### config.mk
export PLATFORM = sky130hd
export DESIGN_NAME = sfm_fetch_master
export DESIGN_NICKNAME = d
export VERILOG_FILES = /design/src/logic/sfm_fetch_master.v
export VERILOG_INCLUDE_DIRS = /design/src /design/src/logic
export SDC_FILE = /design/constraint.sdc
export NUM_CORES = 1
export LEC_CHECK = 0
export BUFFER_PORTS_ARGS = -buffer_cell sky130_fd_sc_hd__buf_2
export CORE_ASPECT_RATIO = 0.8
export CORE_MARGIN = 5
export CORE_UTILIZATION = 44
export DETAILED_ROUTE_END_ITERATION = 7
export SYNTH_ARGS = -nofsm -noshare
export SYNTH_HDL_FRONTEND = slang
export SYNTH_SLANG_ARGS = --single-unit
export TNS_END_PERCENT = 20
### constraint.sdc
create_clock -name CLK_I -period 6.1 [get_ports CLK_I]
set_input_delay 0.915 -clock CLK_I [delete_from_list [all_inputs] [get_ports CLK_I]]
set_output_delay 0.915 -clock CLK_I [all_outputs]
set_load 0.03 [all_outputs]
### src/logic/sfm_consts.vh
// constants for the serial flash fetch master: opcodes, setup data, timing
// assumes a single clock at the rate given below; included by bare name
`ifndef SFM_CONSTS_VH
`define SFM_CONSTS_VH

// flash opcodes and setup data
`define SFM_OP_FAST_READ  8'h0B
`define SFM_OP_WREN       8'h06
`define SFM_OP_WVCR       8'h81
`define SFM_VCR_DATA      8'h8B
`define SFM_OP_EN4B       8'hB7
`define SFM_DUMMY_BYTE    8'h00

// density above which four-byte addressing is needed
`define SFM_MBITS_3B_MAX  128

// clock rate and chip-select deselect time
`define SFM_CLK_MHZ       200
`define SFM_DESEL_NS      50
// least time, rounded up to whole cycles
`define SFM_DESEL_CYC     ((`SFM_DESEL_NS * `SFM_CLK_MHZ + 999) / 1000)

// reset values of the serial pins
`define SFM_RST_SCK       1'b0
`define SFM_RST_CS_N      1'b1
`define SFM_RST_MOSI      1'b0

`endif

### src/logic/sfm_fetch_master.v
// serial flash fetch master: setup commands once after reset, then fast reads
// assumes one flash on a mode-0 bus, miso from a pin, user side on CLK_I
//
// What this block does
// - four-wire full duplex port, block is master
// - port present only with replacement or classification
// - one flash, used only as data source
// - reads use fast read opcode 0x0B
// - write enable 0x06 sent only when enabled
// - volatile config write 0x81 then 0x8B
// - byte engine, eight dummy cycles before data
// - four-byte entry 0xB7 sent before reads
// - four-byte entry forced above 128 Mbit
// - auto profile, up to 128 Mbit: no setup, three-byte address
// - above 128 Mbit: four-byte entry with every profile, write enable and config write only with profiles 0 and 1
// - two alternative profiles also supported
// - serial clock is input clock halved
// - read data sampled two cycles after launch
`timescale 1ns/1ps
`include "sfm_consts.vh"

module sfm_fetch_master #(
    parameter integer ENABLE_REPLACEMENT    = 1,   // correction by replacement
    parameter integer ENABLE_CLASSIFICATION = 1,   // error classification
    parameter integer STORAGE_MBITS         = 128, // flash density needed
    parameter integer FLASH_PROFILE         = 0    // 0 auto, 1 wren+wvcr, 2 en4b only
) (
    input  wire        CLK_I,
    input  wire        ARST_N_I,
    input  wire        RD_REQ_I,
    input  wire [31:0] RD_ADDR_I,
    input  wire [15:0] RD_LEN_I,
    output wire        READY_O,
    output wire [7:0]  DATA_O,
    output wire        DATA_VLD_O,
    output wire        SCK_O,
    output wire        CS_N_O,
    output wire        MOSI_O,
    input  wire        MISO_I
);

    // port exists only when a consumer of stored data is built in
    localparam PORT_ON = (ENABLE_REPLACEMENT != 0) || (ENABLE_CLASSIFICATION != 0);
    localparam BIG     = STORAGE_MBITS > `SFM_MBITS_3B_MAX;
    // effective setup options from profile and density
    localparam OPT_WREN = (FLASH_PROFILE == 1) ? 1 :
                          (FLASH_PROFILE == 2) ? 0 : (BIG ? 1 : 0);
    localparam OPT_WVCR = (FLASH_PROFILE == 1) ? 1 :
                          (FLASH_PROFILE == 2) ? 0 : (BIG ? 1 : 0);
    localparam OPT_EN4B = BIG ? 1 : ((FLASH_PROFILE == 2) ? 1 : 0);

    // sequencer steps
    localparam [2:0] ST_WREN1 = 3'h0;
    localparam [2:0] ST_WVCR  = 3'h1;
    localparam [2:0] ST_WREN2 = 3'h2;
    localparam [2:0] ST_EN4B  = 3'h3;
    localparam [2:0] ST_READY = 3'h4;
    localparam [2:0] ST_READ  = 3'h5;
    localparam [2:0] ST_OFF   = 3'h6;

    // frame engine states
    localparam [1:0] FE_IDLE  = 2'h0;
    localparam [1:0] FE_SHIFT = 2'h1;
    localparam [1:0] FE_GAP   = 2'h2;

    localparam integer DESEL_CYC = `SFM_DESEL_CYC;        // deselect time in cycles
    localparam [3:0]   GAP_LAST  = DESEL_CYC[3:0] - 4'h1; // counter load, cut to 4 bits

    // whether a setup step is built in
    function step_on;
        input [2:0] s;
        begin
            case (s)
                ST_WREN1: step_on = (OPT_WREN != 0);
                ST_WVCR:  step_on = (OPT_WVCR != 0);
                ST_WREN2: step_on = (OPT_WREN != 0) && (OPT_WVCR != 0)
                                    && (OPT_EN4B != 0);
                ST_EN4B:  step_on = (OPT_EN4B != 0);
                default:  step_on = 1'b0;
            endcase
        end
    endfunction

    // first built-in step at or after s, else ready
    function [2:0] first_step;
        input [2:0] s;
        integer i;
        begin
            first_step = ST_READY;
            for (i = 3; i >= 0; i = i - 1) begin
                if ((i >= s) && step_on(i[2:0])) begin
                    first_step = i[2:0];
                end
            end
        end
    endfunction

    // bytes sent by the master in each frame before any read data
    function [2:0] hdr_len;
        input [2:0] s;
        begin
            case (s)
                ST_WVCR: hdr_len = 3'h2;
                ST_READ: hdr_len = (OPT_EN4B != 0) ? 3'h6 : 3'h5; // op, addr, dummy
                default: hdr_len = 3'h1;
            endcase
        end
    endfunction

    // byte idx of the frame for step s
    function [7:0] hdr_byte;
        input [2:0]  s;
        input [2:0]  idx;
        input [31:0] a;
        begin
            case (s)
                ST_WREN1, ST_WREN2: hdr_byte = `SFM_OP_WREN;
                ST_WVCR: hdr_byte = (idx == 3'h0) ? `SFM_OP_WVCR : `SFM_VCR_DATA;
                ST_EN4B: hdr_byte = `SFM_OP_EN4B;
                ST_READ: begin
                    case ({(OPT_EN4B != 0), idx})
                        4'h0, 4'h8: hdr_byte = `SFM_OP_FAST_READ;
                        4'h9:       hdr_byte = a[31:24];
                        4'h1, 4'hA: hdr_byte = a[23:16];
                        4'h2, 4'hB: hdr_byte = a[15:8];
                        4'h3, 4'hC: hdr_byte = a[7:0];
                        default:    hdr_byte = `SFM_DUMMY_BYTE;
                    endcase
                end
                default: hdr_byte = `SFM_DUMMY_BYTE;
            endcase
        end
    endfunction

    localparam [2:0] SEQ_RST = PORT_ON ? first_step(ST_WREN1) : ST_OFF;

    reg  [1:0]  state_ff;    // frame engine state
    reg  [2:0]  seq_ff;      // sequencer step
    reg         sck_ff;      // serial clock
    reg         cs_n_ff;     // chip select, active low
    reg         mosi_ff;     // serial data out
    reg  [7:0]  sh_ff;       // tx shift, msb on the wire
    reg  [2:0]  bit_ff;      // bit within byte
    reg  [2:0]  idx_ff;      // header byte index
    reg         rx_ff;       // current byte is read data
    reg  [15:0] rem_ff;      // read bytes left
    reg  [31:0] addr_ff;     // read address
    reg  [3:0]  gap_ff;      // deselect counter
    reg  [3:0]  strb_ff;     // sample strobe delay line
    reg  [3:0]  lst_ff;      // last-bit tag delay line
    reg         miso_s1_ff;  // synchroniser first stage
    reg         miso_s2_ff;  // synchroniser second stage
    reg  [7:0]  rx_sh_ff;    // rx shift
    reg  [7:0]  data_ff;     // completed byte
    reg         vld_ff;      // byte valid pulse
    reg         ready_ff;    // accepts a read

    reg  [1:0]  nxt_state;
    reg  [2:0]  nxt_seq;
    reg         nxt_sck;
    reg         nxt_cs_n;
    reg         nxt_mosi;
    reg  [7:0]  nxt_sh;
    reg  [2:0]  nxt_bit;
    reg  [2:0]  nxt_idx;
    reg         nxt_rx;
    reg  [15:0] nxt_rem;
    reg  [31:0] nxt_addr;
    reg  [3:0]  nxt_gap;
    reg         nxt_strb;
    reg         nxt_lst;
    reg  [7:0]  ld_byte;     // byte loaded at a byte boundary

    // frame engine and sequencer
    always @* begin
        nxt_state = state_ff;
        nxt_seq   = seq_ff;
        nxt_sck   = sck_ff;
        nxt_cs_n  = cs_n_ff;
        nxt_mosi  = mosi_ff;
        nxt_sh    = sh_ff;
        nxt_bit   = bit_ff;
        nxt_idx   = idx_ff;
        nxt_rx    = rx_ff;
        nxt_rem   = rem_ff;
        nxt_addr  = addr_ff;
        nxt_gap   = gap_ff;
        nxt_strb  = 1'b0;
        nxt_lst   = 1'b0;
        ld_byte   = `SFM_DUMMY_BYTE;
        case (state_ff)
            FE_IDLE: begin
                // setup steps start by themselves, reads on request
                if ((seq_ff <= ST_EN4B) ||
                    ((seq_ff == ST_READY) && RD_REQ_I && (RD_LEN_I != 16'h0))) begin
                    if (seq_ff == ST_READY) begin
                        nxt_seq  = ST_READ;
                        nxt_addr = RD_ADDR_I;
                        nxt_rem  = RD_LEN_I;
                    end
                    ld_byte   = hdr_byte(nxt_seq, 3'h0, RD_ADDR_I);
                    nxt_state = FE_SHIFT;
                    nxt_cs_n  = 1'b0;
                    nxt_sh    = ld_byte;
                    nxt_mosi  = ld_byte[7];
                    nxt_bit   = 3'h0;
                    nxt_idx   = 3'h0;
                    nxt_rx    = 1'b0;
                end
            end
            FE_SHIFT: begin
                nxt_sck = ~sck_ff;
                if (sck_ff) begin
                    // falling edge: next bit or byte boundary
                    if (bit_ff != 3'h7) begin
                        nxt_bit  = bit_ff + 3'h1;
                        nxt_sh   = {sh_ff[6:0], 1'b0};
                        nxt_mosi = sh_ff[6];
                        nxt_strb = rx_ff;
                        nxt_lst  = rx_ff && (bit_ff == 3'h6);
                    end else if ((rx_ff && (rem_ff == 16'h1)) ||
                                 (!rx_ff && (idx_ff == hdr_len(seq_ff) - 3'h1) &&
                                  (seq_ff != ST_READ))) begin
                        // frame done, deselect
                        nxt_state = FE_GAP;
                        nxt_cs_n  = 1'b1;
                        nxt_mosi  = 1'b0;
                        nxt_gap   = GAP_LAST;
                    end else begin
                        if (rx_ff) begin
                            nxt_rem = rem_ff - 16'h1;
                        end else if (idx_ff == hdr_len(seq_ff) - 3'h1) begin
                            nxt_rx = 1'b1;
                        end else begin
                            nxt_idx = idx_ff + 3'h1;
                            ld_byte = hdr_byte(seq_ff, idx_ff + 3'h1, addr_ff);
                        end
                        nxt_sh   = ld_byte;
                        nxt_mosi = ld_byte[7];
                        nxt_bit  = 3'h0;
                        nxt_strb = nxt_rx;
                    end
                end
            end
            FE_GAP: begin
                if (gap_ff == 4'h0) begin
                    nxt_state = FE_IDLE;
                    nxt_seq   = (seq_ff == ST_READ) ? ST_READY
                                : first_step(seq_ff + 3'h1);
                end else begin
                    nxt_gap = gap_ff - 4'h1;
                end
            end
            default: begin
                nxt_state = FE_IDLE;
                nxt_cs_n  = 1'b1;
                nxt_sck   = 1'b0;
            end
        endcase
    end

    // state registers
    always @(posedge CLK_I or negedge ARST_N_I) begin
        if (!ARST_N_I) begin
            state_ff <= FE_IDLE;
            seq_ff   <= SEQ_RST;
            sck_ff   <= `SFM_RST_SCK;
            cs_n_ff  <= `SFM_RST_CS_N;
            mosi_ff  <= `SFM_RST_MOSI;
            sh_ff    <= 8'h00;
            bit_ff   <= 3'h0;
            idx_ff   <= 3'h0;
            rx_ff    <= 1'b0;
            rem_ff   <= 16'h0000;
            addr_ff  <= 32'h00000000;
            gap_ff   <= 4'h0;
            strb_ff  <= 4'h0;
            lst_ff   <= 4'h0;
            ready_ff <= 1'b0;
        end else begin
            state_ff <= nxt_state;
            seq_ff   <= nxt_seq;
            sck_ff   <= nxt_sck;
            cs_n_ff  <= nxt_cs_n;
            mosi_ff  <= nxt_mosi;
            sh_ff    <= nxt_sh;
            bit_ff   <= nxt_bit;
            idx_ff   <= nxt_idx;
            rx_ff    <= nxt_rx;
            rem_ff   <= nxt_rem;
            addr_ff  <= nxt_addr;
            gap_ff   <= nxt_gap;
            strb_ff  <= {strb_ff[2:0], nxt_strb};  // launch edge, then +1..+3
            lst_ff   <= {lst_ff[2:0], nxt_lst};
            ready_ff <= (nxt_state == FE_IDLE) && (nxt_seq == ST_READY);
        end
    end

    // miso: two-stage synchroniser, then capture at launch + 4 edges
    always @(posedge CLK_I or negedge ARST_N_I) begin
        if (!ARST_N_I) begin
            miso_s1_ff <= 1'b0;
            miso_s2_ff <= 1'b0;
            rx_sh_ff   <= 8'h00;
            data_ff    <= 8'h00;
            vld_ff     <= 1'b0;
        end else begin
            miso_s1_ff <= MISO_I;
            miso_s2_ff <= miso_s1_ff;
            vld_ff     <= 1'b0;
            if (strb_ff[3]) begin
                // pin value taken two cycles after the launching fall
                rx_sh_ff <= {rx_sh_ff[6:0], miso_s2_ff};
                if (lst_ff[3]) begin
                    data_ff <= {rx_sh_ff[6:0], miso_s2_ff};
                    vld_ff  <= 1'b1;
                end
            end
        end
    end

    // outputs straight from flip-flops
    assign READY_O    = ready_ff;
    assign DATA_O     = data_ff;
    assign DATA_VLD_O = vld_ff;
    assign SCK_O      = sck_ff;
    assign CS_N_O     = cs_n_ff;
    assign MOSI_O     = mosi_ff;

endmodule

== Yosys cells after proc, flatten, opt, wreduce, memory -nomap -nowiden ==
Cells that the tools add are included.

* Multipliers: 0
* Divide/modulo/power cells: 0
* Shift-type cells: 0
* Order comparisons: 5
* Equality and inequality tests: 32
* Reduce and logical (&&, ||, !) cells: 35
* Multiplexer cells: 88
* Add/subtract/negate cells: 7
* Bitwise operators: 2

{| class="wikitable"
|+ Operators with widths
! cell !! number
|-
| 16-bit two-way mux || 6
|-
| 8-bit one-hot mux with 4 select lines || 3
|-
| 3-bit two-way mux || 27
|-
| 16-bit one-hot mux with 2 select lines || 1
|-
| 7-bit two-way mux || 4
|-
| 1-bit two-way mux || 24
|-
| 3-bit one-hot mux with 2 select lines || 4
|-
| 4-bit two-way mux || 5
|-
| 2-bit inequality test (second input constant) || 10
|-
| 3-bit by 2-bit == test with 1-bit output (second input constant) || 6
|-
| 16-bit by 1-bit == test with 1-bit output (second input constant) || 1
|-
| 8-bit two-way mux || 2
|-
| 16-bit nonzero test || 1
|-
| 16-bit by 1-bit subtractor with 16-bit output (second input constant) || 1
|-
| 3-bit == test (second input constant) || 5
|-
| 5-bit AND reduction || 3
|-
| 7-bit one-hot mux with 2 select lines || 1
|-
| 7-bit AND reduction || 2
|-
| 1-bit logical AND || 11
|-
| 2-bit two-way mux || 5
|-
| 3-bit by 1-bit adder with 3-bit output (second input constant) || 3
|-
| 3-bit by 1-bit == test with 1-bit output (second input constant) || 3
|-
| 3-bit zero test || 3
|-
| 3-bit inequality test (second input constant) || 3
|-
| other kinds (22) || 35
|}

* RAM bits: 0
* Output and inout bits: 13
* Word-level logic and storage cells: 189
* Register bits: 93
* ROM bits: 0
* Bits of input ports: 52
* Memories: 0
* Latch bits: 0

== Depth between registers and ports, before layout ==
Gate-level depths: netlist (run 1).

* Depth in word-level cells: 22
* Depth in mapped cells: 10
* Mapped depth without buffers: 8

== Worst setup path before layout (run 1) ==
OpenSTA, ideal clock, no wires.

* Path type: input -> register
* Start: input RD_REQ_I
* End: register addr_ff[10]
* Setup time: 0.125 ns
* Slack: 3.573 ns
* Stages: 6
* Path buffers: 1
* Data arrival time: 2.402 ns
* Required time: 5.975 ns
* Path through: nand4bb_1 -> a41oi_1 -> nand2b_1 -> nor2_1 -> buf_2 -> mux2_2

* Longest elaborated chain between the ends: 4

{| class="wikitable"
|+ RTL lines
! element !! line !! RTL
|-
| from (decl) || sfm_fetch_master.v:30 || <nowiki>input wire RD_REQ_I,</nowiki>
|-
| 1-bit logical AND (2 in a row) || sfm_fetch_master.v:195 || <nowiki>((seq_ff == ST_READY) && RD_REQ_I && (RD_LEN_I != 16'h0))) begin</nowiki>
|-
| 1-bit logical OR || sfm_fetch_master.v:194 || <nowiki>if ((seq_ff <= ST_EN4B) ||</nowiki>
|-
| 3-bit AND reduction (no line) || - ||
|-
| to (signal assigned) || sfm_fetch_master.v:291 || <nowiki>addr_ff <= nxt_addr;</nowiki>
|-
| to (decl) || sfm_fetch_master.v:147 || <nowiki>reg [31:0] addr_ff;</nowiki>
|}

Every way passes these cells.
A chain may end at the register's enable or synchronous reset.

== Worst setup path in the final report (run 1) ==
* Start: input RD_LEN_I[0]
* End: register sh_ff[6]

* Longest elaborated chain between the ends: 5

{| class="wikitable"
|+ RTL lines
! element !! line !! RTL
|-
| from (decl) || sfm_fetch_master.v:32 || <nowiki>input wire [15:0] RD_LEN_I,</nowiki>
|-
| 16-bit nonzero test || sfm_fetch_master.v:195 ||
|-
| 1-bit logical AND || sfm_fetch_master.v:195 ||
|-
| 1-bit logical OR || sfm_fetch_master.v:194 ||
|-
| 2-bit inequality test (no line) || - ||
|-
| 4-bit AND reduction (no line) || - ||
|-
| to (signal assigned) || sfm_fetch_master.v:286 || <nowiki>sh_ff <= nxt_sh;</nowiki>
|-
| to (decl) || sfm_fetch_master.v:142 || <nowiki>reg [7:0] sh_ff;</nowiki>
|}

Every way passes these cells.

==> results.cfg, run 1 <==
[outcome]
status = finished clean

[pwr]
vdd.ir_drop.worst_uv = 159
powerDensity_nw_per_um2 = 229
power_mw = 1.22
p_int_mw = 0.954
comb_power_share_pct = 2.6
leakagePower_nw = 2.47
seq_power_share_pct = 50.4
power_frac_clock_pct = 47.0
net-switching-power_mw = 0.271
switching_share_pct = 22.1

[cts]
clock-root-buffer = clkbuf_16
insertion_delay_ps = 340
clk_pin_slew_ps = 70
numCtsBuffers = 9
cts.path.max_buffers = 2
post_cts_resized = 0
cts_sinks = 93
cts_setup_buffers = 0
cts_tree = done
h-tree-depth = 3
cts-hold-fix-buffers = 0

[global_routing]
grt_pass1_vias = 3583
grt.total_usage_pct = 17.1
grt_pass1_wl_mm = 17.7
grt_overflow = 0
antenna_found_initial = 0
grt_max_degree = 50

[logic_synthesis]
seq_area_frac_synth_pct = 50.0
yosysMostFrequentCell = dfrtp_1
synth_common_cells = dfrtp_1, mux2_2, a21oi_1, nand2_1, nor2_1
synth_top_area_cell = dfrtp_1
yosysUniqueCellTypes = 63
synth_area_leaders = dfrtp_1, mux2_2, a21oi_1, ha_1, nand2_1
synthCells = 431
synth_edf_count = 0
ys_seq_elements = 93
syn_nets = 495
netlist_area_um2 = 4660
synth_flop_cell = dfrtp_1
ys_warn_count = 0
synth_area_per_cell_um2 = 10.8
synth_top_area_share_pct = 48.9
async_reset_ff_share_pct = 100

[setup_path]
r2r_start = idx_ff[0]
start_kind = input pin
worstRegToRegCells = 8
ff2ff_setup_slack_ps = 3410
cp_cell_sequence = buf_2 -> nor4_1 -> a41oi_1 -> nand2b_1 -> a21oi_1 -> a31oi_4 -> mux2_2
worst-setup-path-type = in2reg
cp_max_fo = 8
cp.required_ps = 6320
cpPeakStageDelay_ps = 430
slowest_stage = nor4_1
crit_arrival_ps = 2940
end_kind = register
r2r_end = sh_ff[2]

[sta]
hold_viol = 0
drv_slew = 0
rsz0062_at_grt = no
period_needed_ps = 2720
setup_violations = 0
fin_tns_setup_ps = 0
max_freq_ghz = 0.367
worst_pin_slew_ps = 914
fin_skew_ps = 7.70
fin_crit_sh_pct = 44.7
max_slew_margin_pct = 39.1

[finish]
fin_util_pct = 51.8
final_cell_area_um2 = 5350
drive_above_1_share_pct = 29.9
antennaDiodeCount = 0
multi_input_area_um2 = 2170
seqCellArea_um2 = 2330
num-nets-final = 540
n_fill_cell = 944
area_delta_synth_final_pct = 14.8
fin_cells = 621

[placed_design]
place_area_um2 = 5040
dp_hpwl_mm = 7.23
gp_congestion = 0.835
dp_cells = 605
port-buffer-count = 56

[die]
core_area_um2 = 10300
ios = 65
dieArea_um2 = 12800
floorplan.rows = 33
start_util_pct = 45.2
fp.dieH_um = 102
die_x_um = 125

[routing]
drt_pass1_iterations = 5
route.vias.total = 3505
drtIter0Drc = 332
drt-total-wl_mm = 10.3
antenna_left = 0
wl_per_cell_um = 16.6
vias_per_cell = 5.64
route.detailed.drc = 0

[min_path]
min_path_cells = 0
hold_class = reg2reg
holdPathEnd = lst_ff[2]
hold_path.startpoint = lst_ff[1]

[job]
cap_violations = 0
-- through the flow --
step                      hold WS [ps]  worst slack [ps]
after global routing               357              3260
after detailed placement           335              3100
after global placement             334              3080
final                              344              3380
after CTS                          345              3430
after floorplan                    331              3570
-- critical path, delay by kind of cell --
family          cells  cell delay, ps
simple gates        2             680
compound gates      3             850
mux                 1             380
buf+inv             1             100
-- sequential cells by signal (all words and copies together), names as in the netlist, 4 cells and up --
register,count
DATA_O,8
addr_ff,24
gap_ff,4
lst_ff,4
rem_ff,16
rx_sh_ff,7
sh_ff,7
strb_ff,4
-- final cells by class --
class	instances	area share, %
inverters	14	0.982
repair buffers	60	5.85
clock buffers	9	4.21
multi-input cells	298	40.6
flip-flops and latches	93	43.5
clock inverters	7	1.50
well taps	140	3.27
-- power by group through the flow --
stage | sequential [mW] | clock [mW] | combinational, mW
6_report | 0.617 | 0.576 | 0.0316
5_1_grt | 0.617 | 0.612 | 0.0368
4_1_cts | 0.617 | 0.589 | 0.0327
3_5_place_dp | 0.629 | 0 | 0.0328
3_3_place_gp | 0.629 | 0 | 0.0323
2_1_floorplan | 0.629 | 0 | 0.00367
-- placed cells by master (no fill, tap or decap), types with 6 or more instances in the layout --
master     count
nand2b_1       9
ha_1          12
a21oi_1       38
mux2_2        48
nor4_1         8
inv_1         14
clkbuf_16      9
o21ai_0       16
buf_2         55
o31ai_1        6
or2_2          6
dfrtp_1       91
nand2_1       24
nor2_1        18
nand3_1       10
nor3_1        10
-- per-layer routing --
metal  share of wire, %  track usage (%)
met1                 48             23.9
met2                 46             26.8
met3                5.0             4.49
met4               0.84             4.17
met5                  0                0
-- kinds of logic after synthesis --
family,count (synthesis),share of synthesized area (%)
AND/OR/NAND/NOR,124,15.0
AO/OA/AOI/OAI,107,15.2
flip-flops,93,50.0
multiplexers,52,12.5
buffers and inverters,40,3.54
adder cells (fa/ha/maj),12,3.22
XOR/XNOR,3,0.564
-- worst max path at each step --
stage,from,end,slack (ps),cells after the start
2_1_floorplan,RD_REQ_I,addr_ff[10],3570,6
3_3_place_gp,RD_LEN_I[0],sh_ff[4],3080,7
3_5_place_dp,RD_LEN_I[0],sh_ff[6],3100,7
4_1_cts,RD_LEN_I[0],sh_ff[6],3430,7
5_1_grt,idx_ff[0],sh_ff[2],3260,8
6_report,RD_LEN_I[0],sh_ff[6],3380,7
(Power assumes the default switching activity.)
==> run 2: changes to the inputs <==
Settings changed: PLACE_DENSITY set to 0.66.
Clock period 6.1 ns to 2.3 ns, I/O delays scaled along.
==> run 2 against run 1 <==
Highest routed layer unchanged. Clock skew is 0.54 ps higher. Critical path type is now reg2reg. Clock-buffer cell count increased by 1. Worst setup slack got worse by 3400 ps. Power grew to 2.6 times the previous value. Combinational power increased to 2.9 times the previous value. Flip-flop and latch count did not move. Via count grew 6.0%. Sequential power grew to 2.7 times the previous value. Utilization grew 4.1 points.
==> results.cfg, run 2 (synthesis results as in run 1) <==
[sta]
fin_skew_ps = 8.24
fin_crit_sh_pct = 99.5
period_needed_ps = 2290
max_freq_ghz = 0.437
setup_violations = 0
fin_ws_ps = 11.2
hold_viol = 0
worst_pin_slew_ps = 534
max_slew_margin_pct = 64.4
fin_tns_setup_ps = 0
drv_slew = 0
rsz0062_at_grt = yes

[setup_path]
crit_family = simple AND/OR/NAND/NOR gates
cpPeakStageDelay_ps = 530
end_kind = register
cp_cell_sequence = or3_4 -> or4_4 -> nor2_4 -> o21ai_2 -> a31oi_4 -> buf_12 -> mux2_2
cp_max_fo = 8
start_kind = register
cp.required_ps = 2520
slowest_stage = or4_4
worst-path-buf-inv = 1
r2r_end = sh_ff[2]
worstRegToRegCells = 7
r2r_start = rem_ff[7]
worst-setup-path-type = reg2reg
ff2ff_setup_slack_ps = 10
crit_arrival_ps = 2510

[finish]
area_delta_synth_final_pct = 23.9
num-nets-final = 580
largest_reg_flops = 24
fin_cells = 661
most-common-layout-cells = dfrtp_1, buf_2, mux2_2, buf_4, a21oi_1
drive_above_1_share_pct = 38.8
final_cell_area_um2 = 5770
regMostFlops = addr_ff
antennaDiodeCount = 0
layout_commonest_cell = dfrtp_1

[job]
cap_violations = 0

[global_routing]
grt_max_degree = 41
antenna_found_initial = 0
grt.total_usage_pct = 17.3
grt_pass1_vias = 3751
grt_overflow = 0
grt_pass1_wl_mm = 18.1

[cts]
cts_sinks = 93
numCtsBuffers = 9
h-tree-depth = 3
clock-root-buffer = clkbuf_16
clk_pin_slew_ps = 70
cts_tree = done
insertion_delay_ps = 340
cts.path.max_buffers = 2

[placed_design]
pre_cts_slack_ps = -22.5
place_area_um2 = 5370
gp_congestion = 0.834
dp_cells = 642
dp_hpwl_mm = 7.87
port-buffer-count = 56

[pwr]
seq_power_share_pct = 51.6
p_int_mw = 2.45
comb_power_share_pct = 2.8
vdd.ir_drop.worst_uv = 357
powerDensity_nw_per_um2 = 550
power_mw = 3.17
switching_share_pct = 22.6
leakagePower_nw = 2.69
power_frac_clock_pct = 45.6
net-switching-power_mw = 0.718

[routing]
route.vias.total = 3714
antenna_left = 0
drtIter0Drc = 242
wl_per_cell_um = 16.5
drt_pass1_iterations = 4
route.detailed.drc = 0
drt-total-wl_mm = 10.9
vias_per_cell = 5.62

[min_path]
hold_path.startpoint = MISO_I
min_path_cells = 1
holdPathEnd = miso_s1_ff
hold_class = in2reg

[outcome]
status = finished clean

[die]
die_x_um = 125
dieArea_um2 = 12800
fp.dieH_um = 102
floorplan.rows = 33
ios = 65
start_util_pct = 45.2
core_area_um2 = 10300
run 2: changes by cell type in the layout (fill, tap and decap cells not counted), moves of 2 or more:
cell / delta
ha_1: -3
buf_12: +4
dfrtp_1: -2
ha_2: +3
dfrtp_2: +2
nor3_1: -2
buf_4: +35
nor3_2: +2
run 2: power groups by stage:
stage	clock, mW	sequential (mW)	combinational (mW)
2_1_floorplan	0	1.67	0.00972
3_3_place_gp	0	1.67	0.0894
5_1_grt	1.55	1.64	0.105
6_report	1.45	1.64	0.0904
3_5_place_dp	0	1.67	0.0915
4_1_cts	1.47	1.64	0.0930
run 2: area by class of cell:
cell class                 count  area [um^2]
fill                         917         4550
sequential                    93         2330
multi-input combinational    298         2260
timing repair buffer         100          666
clock buffer                  10          239
tap                          140          175
clock inverter                 6         52.6
inverter                      14         52.6
run 2: per-stage QoR:
stage / utilization, % / hold WS [ps]
global placement: 52.0 / 332
finish: 55.9 / 106
floorplan: - / 49.4
global route: 55.9 / 98.1
detailed placement: 52.0 / 335
CTS: 55.0 / 102
run 2: worst max-delay path by stage:
| stage | startpoint | to | slack (ps) | depth (start not counted) |
|---|---|---|---|---|
| final | rem_ff[7] | sh_ff[2] | 10 | 7 |
| after global routing | rem_ff[7] | sh_ff[2] | -50 | 7 |
| after CTS | rem_ff[7] | sh_ff[2] | 3 | 6 |
| after detailed placement | rem_ff[7] | READY_O | -20 | 6 |
| after global placement | rem_ff[7] | sh_ff[3] | -0.09 | 6 |
| after floorplan | idx_ff[1] | sh_ff[2] | -10 | 9 |
run 2: metal layers:
layer	share of wire, %	global-route usage [%]	vias to the layer above
li1	-	-	1770
met1	46	23.0	1859
met2	48	29.1	72
met3	4.4	3.61	13
met4	1.3	5.25	0
met5	0	0	-
run 2: repair_timing:
| item | CTS | global route |
|---|---|---|
| endpoints found under the hold margin | 23 | 0 |
| pin swaps | 2 | 1 |
| resized for setup | 2 | 16 |
| hold buffers | 1 | 0 |
| endpoints found under the setup margin | 9 | 22 |
| setup buffers | 0 | 2 |
